--- src/common/cacc_pkg.sv ---
// Package: register map, field layout, timing and state type of the channel block
package cacc_pkg;

  // ****************************************
  // Register word indices (byte address = 4 x index)
  // ****************************************
  localparam logic [5:0] IDX_MEAS1    = 6'h00;
  localparam logic [5:0] IDX_MEAS2    = 6'h01;
  localparam logic [5:0] IDX_SCAN     = 6'h02;
  localparam logic [5:0] IDX_PACKCFG  = 6'h03;
  localparam logic [5:0] IDX_AUXREF   = 6'h04;
  localparam logic [5:0] IDX_GPIOCFG  = 6'h05;
  localparam logic [5:0] IDX_POLAR    = 6'h06;
  localparam logic [5:0] IDX_ALERT    = 6'h07;
  localparam logic [5:0] IDX_CELL0    = 6'h10;
  localparam logic [5:0] IDX_PACKRES  = 6'h20;
  localparam logic [5:0] IDX_AUX0     = 6'h28;

  // ****************************************
  // Sizes and field positions
  // ****************************************
  localparam int         N_CELL       = 14;
  localparam int         N_AUX        = 6;
  localparam int         N_CH         = 21;
  localparam logic [4:0] CH_PACK      = 5'h0E;
  localparam logic [4:0] CH_AUX0      = 5'h0F;
  localparam int         SCAN_START   = 0;
  localparam int         SCAN_PATH    = 1;
  localparam int         SCAN_FLEX    = 2;
  localparam int         SCAN_BUSY    = 8;
  localparam int         MEAS1_PACK   = 14;
  localparam int         PCFG_TOPA    = 0;
  localparam int         PCFG_TOPB    = 4;
  localparam int         PCFG_FLEXA   = 8;
  localparam int         PCFG_FLEXB   = 9;
  localparam int         PCFG_TOPBLK  = 12;
  localparam int         ALRT_FAULT   = 0;
  localparam int         ALRT_RST     = 1;

  // ****************************************
  // Reset values and codes
  // ****************************************
  localparam logic [3:0] TOP_OFF      = 4'h0;
  localparam logic [3:0] TOP_MIN      = 4'h8;
  localparam logic [3:0] TOP_BAD      = 4'hF;
  localparam logic [3:0] TOPBLK_RST   = 4'hF;
  localparam logic       FLEX_RST     = 1'b0;
  localparam logic       ALRST_RST    = 1'b1;
  localparam logic [1:0] CONV_LAST    = 2'h3;

  // ****************************************
  // Timing
  // ****************************************
  localparam int         CLK_NS       = 50;
  localparam int         SETTLE_NS    = 30000;
  localparam int         SETTLE_CYC   = (SETTLE_NS + CLK_NS - 1) / CLK_NS;

  typedef enum logic [2:0] {ST_IDLE, ST_SEL, ST_SETTLE, ST_REQ, ST_WAIT, ST_STORE} cacc_state_t;

endpackage

--- src/design/cacc_top.sv ---
// Cell acquisition channel configuration and result storage
// Behaviour
// - Flex on plus scan flag: detach top cell from supply, wait 30us.
// - Scan flag acts only on alternate-path acquisitions.
// - Raise supply-mux fault alert when the switch fails in flex setup.
// - Alert stays suppressed until software clears the alert-reset flag.
// - Fourteen differential cell channels from fifteen inputs.
// - Per-cell enables pick channels; one bit picks input path.
// - Conversions accumulate and average into a 14-bit channel result.
// - Result stored left-justified in 16 bits, two low bits zero.
// - Channels not enabled keep their previous results.
// - Cell codes are unsigned, 5V/16384 per code.
// - Polarity bit set makes that channel convert bipolar.
// - Pack input path open whenever no acquisition runs.
// - Pack enable measures pack voltage into a 14-bit field.
// - Six aux ports measured when enabled; reference bit picks ratiometric.
// - GPIO enable overrides the aux enable of a port.
// - Ratiometric port drives supply on the thermistor bias pin.
// - Top-cell codes 0x0-0x7 and 0xF mean off, the reset default.
// - Disagreeing redundant flex enables or top-cell selects fall back to defaults.
`timescale 1ns/1ns
`default_nettype none
module cacc_top (
  input  wire logic        clk_i,
  input  wire logic        rst_i,
  input  wire logic        wb_cyc_i,
  input  wire logic        wb_stb_i,
  input  wire logic        wb_we_i,
  input  wire logic [7:0]  wb_adr_i,
  input  wire logic [3:0]  wb_sel_i,
  input  wire logic [31:0] wb_dat_i,
  output logic [31:0]      wb_dat_o,
  output logic             wb_ack_o,
  output logic             conv_req_o,
  output logic [4:0]       conv_chan_o,
  output logic             conv_bipolar_o,
  output logic             conv_alt_path_o,
  output logic             conv_ratio_o,
  input  wire logic        conv_done_i,
  input  wire logic [11:0] conv_data_i,
  input  wire logic        supply_mux_fault_i,
  output logic             top_cell_detach_o,
  output logic [3:0]       top_cell_applied_o,
  output logic [3:0]       top_block_select_o,
  output logic             pack_path_close_o,
  output logic             thermistor_bias_output_o,
  output logic [5:0]       port_gpio_enables_o,
  output logic             supply_mux_fault_alert_o
);
  import cacc_pkg::*;

  typedef struct packed {
    cacc_state_t            st;
    logic [13:0]            cell_en;
    logic                   pack_en;
    logic [5:0]             aux_en;
    logic                   path_alt;
    logic                   flex_scan;
    logic [3:0]             top_a;
    logic [3:0]             top_b;
    logic                   flex_a;
    logic                   flex_b;
    logic [3:0]             top_blk;
    logic [5:0]             aux_ref;
    logic [5:0]             gpio_en;
    logic [13:0]            polar;
    logic                   alert;
    logic                   alert_rst;
    logic [4:0]             ch;
    logic [20:0]            mask;
    logic [1:0]             nconv;
    logic [13:0]            acc;
    logic [9:0]             settle;
    logic [13:0][13:0]      cell_res;
    logic [13:0]            pack_res;
    logic [5:0][13:0]       aux_res;
    logic                   ack;
    logic [31:0]            dat;
    logic                   req;
    logic                   bip;
    logic                   ratio;
    logic                   detach;
    logic                   pclose;
    logic                   bias;
    logic [3:0]             top_app;
  } cacc_regs_t;

  cacc_regs_t  r_reg;
  cacc_regs_t  r_next;
  logic        fault_s;
  logic        flex_ok;
  logic [3:0]  top_code;
  logic        top_valid;
  logic [4:0]  top_ch;
  logic [5:0]  widx;
  logic        wr;
  logic        rd;
  logic [20:0] rem;
  logic [4:0]  nxt;
  logic [13:0] sample;
  logic [3:0]  cidx;
  logic [2:0]  aidx;
  logic [9:0]  det_cnt;

  // ****************************************
  // Fault pin synchroniser
  // ****************************************
  cacc_sync u_fault_sync (
    .clk_i (clk_i),
    .rst_i (rst_i),
    .d_i   (supply_mux_fault_i),
    .q_o   (fault_s)
  );

  // ****************************************
  // Next-state logic
  // ****************************************
  always_comb begin
    r_next = r_reg;
    r_next.ack = 1'b0;
    r_next.req = 1'b0;
    widx = wb_adr_i[7:2];
    wr = wb_cyc_i && wb_stb_i && !r_reg.ack && wb_we_i;
    rd = wb_cyc_i && wb_stb_i && !r_reg.ack && !wb_we_i;
    cidx = 4'(widx - IDX_CELL0);
    aidx = 3'(widx - IDX_AUX0);
    // Redundant copies must agree, else defaults apply
    flex_ok = (r_reg.flex_a == r_reg.flex_b) ? r_reg.flex_a : FLEX_RST;
    top_code = (r_reg.top_a == r_reg.top_b) ? r_reg.top_a : TOP_OFF;
    top_valid = (top_code >= TOP_MIN) && (top_code != TOP_BAD);
    top_ch = 5'(top_code - 4'h1);
    r_next.top_app = top_valid ? top_code : TOP_OFF;
    // Bias follows any enabled ratiometric port
    r_next.bias = |(r_reg.aux_en & ~r_reg.gpio_en & ~r_reg.aux_ref);
    // Sign handling of the incoming conversion
    if (r_reg.ch < CH_PACK && r_reg.polar[r_reg.ch[3:0]]) begin
      sample = {{2{conv_data_i[11]}}, conv_data_i};
    end else begin
      sample = {2'h0, conv_data_i};
    end
    // Bus access: ack one cycle after the request, dropped the next
    if (wb_cyc_i && wb_stb_i && !r_reg.ack) begin
      r_next.ack = 1'b1;
      r_next.dat = 32'h0;
    end
    if (wr && wb_sel_i[0]) begin
      case (widx)
        IDX_MEAS1:   r_next.cell_en[7:0] = wb_dat_i[7:0];
        IDX_MEAS2:   r_next.aux_en = wb_dat_i[5:0];
        IDX_SCAN:    r_next.path_alt = wb_dat_i[SCAN_PATH];
        IDX_PACKCFG: r_next.top_a = wb_dat_i[PCFG_TOPA +: 4];
        IDX_AUXREF:  r_next.aux_ref = wb_dat_i[5:0];
        IDX_GPIOCFG: r_next.gpio_en = wb_dat_i[5:0];
        IDX_POLAR:   r_next.polar[7:0] = wb_dat_i[7:0];
        IDX_ALERT: begin
          r_next.alert_rst = wb_dat_i[ALRT_RST];
          if (wb_dat_i[ALRT_FAULT]) begin
            r_next.alert = 1'b0;
          end
        end
        default: ;
      endcase
      if (widx == IDX_SCAN) begin
        r_next.flex_scan = wb_dat_i[SCAN_FLEX];
      end
      if (widx == IDX_PACKCFG) begin
        r_next.top_b = wb_dat_i[PCFG_TOPB +: 4];
      end
    end
    if (wr && wb_sel_i[1]) begin
      case (widx)
        IDX_MEAS1: begin
          r_next.cell_en[13:8] = wb_dat_i[13:8];
          r_next.pack_en = wb_dat_i[MEAS1_PACK];
        end
        IDX_PACKCFG: begin
          r_next.flex_a = wb_dat_i[PCFG_FLEXA];
          r_next.flex_b = wb_dat_i[PCFG_FLEXB];
          r_next.top_blk = wb_dat_i[PCFG_TOPBLK +: 4];
        end
        IDX_POLAR:   r_next.polar[13:8] = wb_dat_i[13:8];
        default: ;
      endcase
    end
    if (rd) begin
      case (widx)
        IDX_MEAS1:   r_next.dat = {17'h0, r_reg.pack_en, r_reg.cell_en};
        IDX_MEAS2:   r_next.dat = {26'h0, r_reg.aux_en};
        IDX_SCAN: begin
          r_next.dat = {23'h0, r_reg.st != ST_IDLE, 5'h0,
                        r_reg.flex_scan, r_reg.path_alt, 1'b0};
        end
        IDX_PACKCFG: begin
          r_next.dat = {16'h0, r_reg.top_blk, 2'h0, r_reg.flex_b,
                        r_reg.flex_a, r_reg.top_b, r_reg.top_a};
        end
        IDX_AUXREF:  r_next.dat = {26'h0, r_reg.aux_ref};
        IDX_GPIOCFG: r_next.dat = {26'h0, r_reg.gpio_en};
        IDX_POLAR:   r_next.dat = {18'h0, r_reg.polar};
        IDX_ALERT:   r_next.dat = {30'h0, r_reg.alert_rst, r_reg.alert};
        IDX_PACKRES: r_next.dat = {16'h0, r_reg.pack_res, 2'h0};
        default: begin
          if (widx >= IDX_CELL0 && widx < IDX_CELL0 + 6'(N_CELL)) begin
            r_next.dat = {16'h0, r_reg.cell_res[cidx], 2'h0};
          end else if (widx >= IDX_AUX0 && widx < IDX_AUX0 + 6'(N_AUX)) begin
            r_next.dat = {16'h0, r_reg.aux_res[aidx], 2'h0};
          end
        end
      endcase
    end
    // Sticky alert, gated after power-up; set wins over clear
    if (flex_ok && fault_s && !r_reg.alert_rst) begin
      r_next.alert = 1'b1;
    end
    // Next enabled channel above the current one
    rem = r_reg.mask;
    rem[r_reg.ch] = 1'b0;
    nxt = 5'h0;
    for (int i = N_CH - 1; i >= 0; i--) begin
      if (rem[i]) begin
        nxt = 5'(i);
      end
    end
    // Acquisition sequencer
    case (r_reg.st)
      ST_IDLE: begin
        r_next.pclose = 1'b0;
        if (wr && wb_sel_i[0] && widx == IDX_SCAN && wb_dat_i[SCAN_START]) begin
          // Channels latched at start; GPIO ports dropped
          r_next.mask = {r_reg.aux_en & ~r_reg.gpio_en, r_reg.pack_en,
                         r_reg.cell_en};
          if (|r_next.mask) begin
            r_next.ch = 5'h0;
            for (int i = N_CH - 1; i >= 0; i--) begin
              if (r_next.mask[i]) begin
                r_next.ch = 5'(i);
              end
            end
            r_next.pclose = r_reg.pack_en;
            r_next.st = ST_SEL;
          end
        end
      end
      ST_SEL: begin
        r_next.acc = 14'h0;
        r_next.nconv = 2'h0;
        r_next.bip = (r_reg.ch < CH_PACK) && r_reg.polar[r_reg.ch[3:0]];
        r_next.ratio = (r_reg.ch >= CH_AUX0) &&
                       !r_reg.aux_ref[3'(r_reg.ch - CH_AUX0)];
        if (flex_ok && r_reg.flex_scan && r_reg.path_alt && top_valid &&
            r_reg.ch == top_ch) begin
          r_next.detach = 1'b1;
          r_next.settle = 10'(SETTLE_CYC - 1);
          r_next.st = ST_SETTLE;
        end else begin
          r_next.st = ST_REQ;
        end
      end
      ST_SETTLE: begin
        if (r_reg.settle == 10'h0) begin
          r_next.st = ST_REQ;
        end else begin
          r_next.settle = r_reg.settle - 10'h1;
        end
      end
      ST_REQ: begin
        r_next.req = 1'b1;
        r_next.st = ST_WAIT;
      end
      ST_WAIT: begin
        if (conv_done_i) begin
          r_next.acc = r_reg.acc + sample;
          r_next.nconv = r_reg.nconv + 2'h1;
          r_next.st = (r_reg.nconv == CONV_LAST) ? ST_STORE : ST_REQ;
        end
      end
      ST_STORE: begin
        // Only the current channel's result is written
        if (r_reg.ch < CH_PACK) begin
          r_next.cell_res[r_reg.ch[3:0]] = r_reg.acc;
        end else if (r_reg.ch == CH_PACK) begin
          r_next.pack_res = r_reg.acc;
        end else begin
          r_next.aux_res[3'(r_reg.ch - CH_AUX0)] = r_reg.acc;
        end
        r_next.detach = 1'b0;
        r_next.mask = rem;
        if (|rem) begin
          r_next.ch = nxt;
          r_next.st = ST_SEL;
        end else begin
          r_next.pclose = 1'b0;
          r_next.st = ST_IDLE;
        end
      end
      default: r_next.st = ST_IDLE;
    endcase
  end
  // ****************************************
  // State register
  // ****************************************
  always_ff @(posedge clk_i) begin
    if (rst_i) begin
      r_reg <= '0;
      r_reg.st <= ST_IDLE;
      r_reg.top_blk <= TOPBLK_RST;
      r_reg.alert_rst <= ALRST_RST;
    end else begin
      r_reg <= r_next;
    end
  end
  // Outputs straight from the state register
  assign wb_dat_o = r_reg.dat;
  assign wb_ack_o = r_reg.ack;
  assign conv_req_o = r_reg.req;
  assign conv_chan_o = r_reg.ch;
  assign conv_bipolar_o = r_reg.bip;
  assign conv_alt_path_o = r_reg.path_alt;
  assign conv_ratio_o = r_reg.ratio;
  assign top_cell_detach_o = r_reg.detach;
  assign top_cell_applied_o = r_reg.top_app;
  assign top_block_select_o = r_reg.top_blk;
  assign pack_path_close_o = r_reg.pclose;
  assign thermistor_bias_output_o = r_reg.bias;
  assign port_gpio_enables_o = r_reg.gpio_en;
  assign supply_mux_fault_alert_o = r_reg.alert;
  // ****************************************
  // Checks
  // ****************************************
  // Cycles spent detached before a request
  always_ff @(posedge clk_i) begin
    if (rst_i || !r_reg.detach) begin
      det_cnt <= 10'h0;
    end else if (det_cnt != 10'h3FF) begin
      det_cnt <= det_cnt + 10'h1;
    end
  end
endmodule
`default_nettype wire

--- src/design/cacc_sync.sv ---
// Three-stage input synchroniser with agreement filter
`timescale 1ns/1ns
`default_nettype none
module cacc_sync (
  input  wire logic clk_i,
  input  wire logic rst_i,
  input  wire logic d_i,
  output logic      q_o
);
  typedef struct packed {
    logic [2:0] sh;
    logic       q;
  } cacc_sync_regs_t;

  cacc_sync_regs_t s_reg;
  cacc_sync_regs_t s_next;

  // Shift chain; output moves only when stages two and three agree
  always_comb begin
    s_next = s_reg;
    s_next.sh = {s_reg.sh[1:0], d_i};
    if (s_reg.sh[1] == s_reg.sh[2]) begin
      s_next.q = s_reg.sh[2];
    end
  end

  // Stage registers
  always_ff @(posedge clk_i) begin
    if (rst_i) begin
      s_reg <= '0;
    end else begin
      s_reg <= s_next;
    end
  end

  // Output straight from its flip-flop
  assign q_o = s_reg.q;
endmodule
`default_nettype wire

--- config.mk ---
export PLATFORM = sky130hd
export DESIGN_NAME = cacc_top
export DESIGN_NICKNAME = d
export VERILOG_FILES = /design/src/common/cacc_pkg.sv /design/src/design/cacc_top.sv /design/src/design/cacc_sync.sv
export SDC_FILE = /design/constraint.sdc
export NUM_CORES = 1
export LEC_CHECK = 0
export BUFFER_PORTS_ARGS = -buffer_cell sky130_fd_sc_hd__buf_2
export CORE_ASPECT_RATIO = 2
export CORE_MARGIN = 4
export CORE_UTILIZATION = 45
export DETAILED_ROUTE_END_ITERATION = 6
export PLACE_DENSITY = 0.59
export SLEW_MARGIN = 20
export SYNTH_ARGS = -nofsm -noshare
export SYNTH_HDL_FRONTEND = slang
export SYNTH_SLANG_ARGS = --single-unit
--- constraint.sdc ---
create_clock -name clk_i -period 5.5 [get_ports clk_i]
set_input_delay 1.1 -clock clk_i [delete_from_list [all_inputs] [get_ports clk_i]]
set_output_delay 1.1 -clock clk_i [all_outputs]
set_load 0.02 [all_outputs]
== Yosys cells after proc, flatten, opt, wreduce, memory -nomap -nowiden ==
Index checks and enable logic that the tools add are counted.

* Register bits: 461
* Input bits: 63
* Output and inout bits: 60

* Add/sub/neg operators: 7
* Order comparisons: 15
* Equality and inequality tests: 28
* Mux-type cells: 94
* Bitwise logic cells: 9
* Reduce and logical (&&, ||, !) cells: 63

{| class="wikitable"
|+ Operator list
! kind !! number
|-
| one-hot mux 32 bit (9 select lines) || 1
|-
| two-way mux 5 bit || 44
|-
| bitwise mux 196 bit || 1
|-
| two-way mux 32 bit || 3
|-
| bitwise mux 84 bit || 1
|-
| two-way mux 14 bit || 5
|-
| binary-select mux 14 bit (select 4 bit) || 1
|-
| demux 14 bit (select 4 bit) || 1
|-
| one-hot mux 26 bit (2 select lines) || 1
|-
| binary-select mux 14 bit (select 3 bit) || 1
|-
| demux 14 bit (select 3 bit) || 1
|-
| OR reduction 21 bit || 2
|-
| two-way mux 33 bit || 1
|-
| one-hot mux 16 bit (2 select lines) || 1
|-
| AND reduction 2 bit || 16
|-
| two-way mux 26 bit || 1
|-
| equality test 6 x 3 -> 1 bit (second input constant) || 4
|-
| logical AND 1 bit || 22
|-
| bitwise AND 21 bit || 1
|-
| inverter 21 bit || 1
|-
| two-way mux 10 bit || 2
|-
| one-hot mux 10 bit (2 select lines) || 1
|-
| one-hot mux 3 bit (6 select lines) || 1
|-
| two-way mux 16 bit || 1
|-
| 54 further kinds || 102
|}

== Depth between registers and ports, before layout ==
* Word-level depth: 29
* Gate-level depth with buffers: 12
* Depth with buffers taken out: 12

== Hierarchy ==
From an unflattened synthesis, not the netlist that was laid out.

* Cell total of the unflattened synthesis: 2,544
* Area total of the unflattened synthesis: 22,163.8 um2

{| class="wikitable"
|+ Modules (own cells, without submodules)
! module !! instances !! cells each !! area each (um2)
|-
| cacc_top || 1 || 2,534 || 22,051.1
|-
| cacc_sync || 1 || 10 || 112.6
|}

== Worst setup path before layout ==
OpenSTA, ideal clock, no wires.

* Path type: input -> register
* Start: input port wb_adr_i[5]
* End: register r_reg[376] (netlist bit)
* Arrival: 2.888 ns
* Data required time: 5.367 ns
* Setup slack: 2.479 ns
* Stages on the path: 8
* Path buffers: 2
* Cells stage by stage: buf_2 > or4_4 > nor4_4 > nand3_2 > a21o_1 > buf_6 > a211oi_2 > nor3_1

* Cells in the longest elaborated chain, start to end: 5

{| class="wikitable"
|+ RTL lines
! what !! RTL line !! RTL
|-
| start: declaration || cacc_top.sv:29 || <nowiki>input wire logic [7:0] wb_adr_i,</nowiki>
|-
| equality test 6 x 2 -> 1 bit || cacc_top.sv:228 || <nowiki>if (wr && wb_sel_i[0] && widx == IDX_SCAN && wb_dat_i[SCAN_START]) begin</nowiki>
|-
| logical AND 1 bit (2 in series) || cacc_top.sv:228 ||
|-
| inequality test 2 bit (no line) || - ||
|-
| AND reduction 2 bit (no line) || - ||
|-
| end signal: assignment || cacc_top.sv:309 || <nowiki>r_reg <= r_next;</nowiki>
|-
| end: declaration || cacc_top.sv:88 || <nowiki>cacc_regs_t r_reg;</nowiki>
|}

Every way passes these cells.
A chain may end at the register's enable or synchronous reset.

== Worst setup path after layout ==
* Start: register r_reg[429] (netlist bit)
* End: register r_reg[337] (netlist bit)

* Cells in the longest elaborated chain, start to end: 8
* Elaborated cells between the ends (all ways): 11
* Classes of those cells: 1 x add/sub; 1 x order compare; 4 x eq/ne; 1 x mux; 4 x reduce/logical

{| class="wikitable"
|+ RTL lines
! what !! RTL line !! RTL
|-
| equality test 4 bit || cacc_top.sv:129 || <nowiki>top_code = (r_reg.top_a == r_reg.top_b) ? r_reg.top_a : TOP_OFF;</nowiki>
|-
| two-way mux 4 bit (*) || cacc_top.sv:129 ||
|-
| branches (longest 3 deep; another with subtractor 4 x 1 -> 5 bit) || - ||
|-
| logical AND 1 bit (*) || cacc_top.sv:250 || <nowiki>if (flex_ok && r_reg.flex_scan && r_reg.path_alt && top_valid &&</nowiki>
|-
| inequality test 2 bit (no line) (*) || - ||
|-
| AND reduction 3 bit (no line) (*) || - ||
|}

Every way passes the cells marked *.

==> impl_metrics.toml <==
[place]
dpl-instance-area_um2 = 22680
post-dp-hpwl_um = 49950
port_buffers = 102
place_congestion = 0.9659

[clock_tree]
cts_root_buffer = "clkbuf_16"
holdBufCountCts = 0
htreeDepth = 2
clock-sinks = 461
numCtsBuffers = 42
clk_path_buf_depth = 3
path_clk_slew_ps = 70
clock_latency_ps = 580
cts_setup_buffers = 0
cts_resized = 0
cts_tree = "done"

[timing]
maxClockFrequency_ghz = 0.2785
setup_viol = 0
slew_violations = 0
relSlewSlack_pct = 22.99
period_share_pct = 65.29
rsz0062_at_grt = "false"
post-route-min-period_ps = 3591
tightest_slew_ps = 1154
setup_tns_ps = 0
hold_violations = 0
clock_skew_ps = 15.19

[floorplan]
die_w_um = 165.1
initial_core_util_pct = 45.66
die_area_um2 = 53180
die_y_um = 322.2
io-pin-count = 123
num_rows = 114
coreArea_um2 = 48640

[layout]
nets = 2581
drive_gt1_share_pct = 13.46
fin_area_um2 = 24110
antenna_cells = 0
largest_reg_flops = 397
final_cell_mix = "459 x dfxtp_1, 303 x nand2_1, 290 x a21oi_1, 255 x nor2_1, 243 x nand3_1"
layout_commonest_cell = "dfxtp_1"
area_growth_pct = 8.576

[logic_synthesis]
synth_edf_count = 0
synthesis.nets = 2651
async_flop_share_pct = 0
synth_warnings = 0
synthDistinctLibCells = 86
synth_area_um2 = 22210
ys_ff_latch = 461
ys_seq_area_share_pct = 41.56
syn_avg_cell_area_um2 = 8.654
synthCells = 2566
dominantRegCellSynth = "dfxtp_1"

[worst_hold_path]
min_delay_path_depth = 2
holdCritPathClass = "reg -> reg"
hold_path_end = "wb_dat_o[2]$_SDFF_PP0_"
hp-start = "wb_dat_o[2]$_SDFF_PP0_"

[global_routing]
grt_pass1_wl_um = 109600
grt_antenna_before_repair = 0
grt_pass1_vias = 18540
grtUsageTotal_pct = 26.71
overflow = 0
grt_max_degree = 234

[setup_path]
cp_slowest_cell = "a21oi_1"
path_class = "reg -> reg"
crit_fanout = 9
r2r_cells = 12
arrival_ps = 4060
crit_path_start_kind = "register"
r2r_slack_ps = 1910
crit_required_ps = 5970
r2r_start = "r_reg[429]$_SDFFE_PP0P_"
cpPeakStageDelay_ps = 550
path_cells = "xor2_1, nor3_1, and2_1, nand2_1, ha_1, xor2_1, and3b_1, o2111ai_1, a21oi_1, nand2_1, and3_1, a211oi_1"
crit_path_end_kind = "register"
rr_endpoint = "r_reg[337]$_SDFFE_PP0P_"

[status]
violations = "design-rule violations"
status = "finished, violations left"

[run]
drv_cap = 0

[pwr]
seq_power_share_pct = 50.5
p_comb_share_pct = 3.4
switching_power_mw = 1.490
p_int_mw = 5.122
power.density_nw_per_um2 = 274.3
swShare_pct = 22.54
p_leak_nw = 8.623
clockPowerShare_pct = 46.1
ir_worst_vdd_v = 0.0002174

[route]
routed_via_density = 6.022
wl_per_cell_um = 23.19
vias = 19050
routed_wl_um = 73370
drtIter0Drc = 1793
drtPass1Iterations = 7
drc = 2
postRouteAntennaNets = 0
==> worst max-delay path: cells and delay by family (launching register included) <==
family,cells,cell delay [ps]
compound gates,3,880
xor+xnor,2,410
fa+ha+maj,1,230
flops,1,500
simple gates,6,1460
==> layout make-up <==
class                      count  area, um2
sequential                   461       9231
clock inverter                14      186.4
clock buffer                  60       1240
inverter                      55      206.4
timing repair buffer         153      920.9
multi-input combinational   1783      11530
tap                          638      798.3
fill                        4610      24530
==> power groups by stage <==
stage	clock network, mW	registers (mW)	logic, mW
final	3.05	3.34	0.225
after global placement	0	3.42	0.221
after floorplan	0	3.42	0.149
after CTS	3.10	3.34	0.224
after detailed placement	0	3.42	0.224
after global routing	3.23	3.34	0.240
==> how the worst max path moves through the flow <==
stage                       startpoint                       to  slack [ps]  depth (start not counted)
6_report       r_reg[429]$_SDFFE_PP0P_  r_reg[337]$_SDFFE_PP0P_        1910                         12
5_1_grt        r_reg[429]$_SDFFE_PP0P_  r_reg[337]$_SDFFE_PP0P_        1690                         12
4_1_cts        r_reg[429]$_SDFFE_PP0P_  r_reg[337]$_SDFFE_PP0P_        1860                         12
3_5_place_dp               wb_adr_i[3]  r_reg[377]$_SDFFE_PP0P_        1380                          7
3_3_place_gp               wb_adr_i[3]  r_reg[377]$_SDFFE_PP0P_        1420                          7
2_1_floorplan              wb_adr_i[5]  r_reg[376]$_SDFFE_PP0P_        2480                          8
==> metrics by stage <==
stage | std cells | worst slack, ps | hold slack (ps) | total power, mW | utilization [%]
global route | 3164 | 1690 | 470.2 | 6.809 | 49.57
floorplan | 2566 | 2479 | 413.8 | 3.565 | -
detailed placement | 3090 | 1383 | 444.8 | 3.641 | 46.62
finish | 3164 | 1909 | 452.5 | 6.613 | 49.57
global placement | 3090 | 1420 | 438.1 | 3.637 | 46.62
CTS | 3164 | 1862 | 454.2 | 6.664 | 49.56
==> synth_stat cells (4+ instances only) <==
master | instances | area share [%]
o2111ai_1 | 7 | 0.28
nor4_1 | 9 | 0.25
a221o_1 | 10 | 0.45
mux2i_1 | 201 | 9.1
or3_1 | 5 | 0.14
clkbuf_1 | 153 | 2.6
nand3b_1 | 4 | 0.14
buf_1 | 6 | 0.10
xnor2_1 | 13 | 0.51
buf_4 | 57 | 1.9
nand4bb_1 | 4 | 0.20
o21ai_0 | 45 | 1.0
a31oi_1 | 7 | 0.20
mux4_2 | 61 | 6.2
nand2_1 | 303 | 5.1
and3_1 | 22 | 0.62
nor3b_1 | 6 | 0.20
nor2_2 | 4 | 0.11
inv_1 | 55 | 0.93
nand4b_1 | 5 | 0.20
buf_2 | 49 | 1.1
o22ai_1 | 30 | 0.85
a211oi_1 | 14 | 0.47
nand3_1 | 243 | 5.5
xor2_1 | 9 | 0.35
a22o_1 | 5 | 0.20
and2_1 | 10 | 0.28
mux2_2 | 5 | 0.25
a32o_1 | 6 | 0.27
nand2b_1 | 21 | 0.59
nor3_1 | 32 | 0.72
nor3_2 | 7 | 0.32
ha_1 | 21 | 1.2
a21oi_1 | 290 | 6.5
o211ai_1 | 11 | 0.37
nand4_1 | 8 | 0.23
nor2b_1 | 14 | 0.39
nor2_1 | 256 | 4.3
a222oi_1 | 5 | 0.23
a22oi_1 | 18 | 0.61
a211oi_2 | 11 | 0.62
dfxtp_1 | 461 | 42
==> logic make-up after synthesis <==
family	after synthesis	share of synthesized area, %
DFF	461	41.56
buffers and inverters	322	6.722
AOI/OAI and AO/OA	498	13.75
and+or+nand+nor	973	20.28
xor gates and xnor gates	22	0.8677
adders and majority gates	22	1.273
muxes	268	15.55
==> metal layers <==
metal  up-vias  global-route usage (%)  share of wire [%]
met3       244                   2.775                4.9
met5         -                       0                  0
met4         0                   22.31                 10
met1      9236                   28.24                 35
met2       727                   46.79                 50
li1       8846                       -                  -
Note: power is estimated with default switching activity, not from simulation.
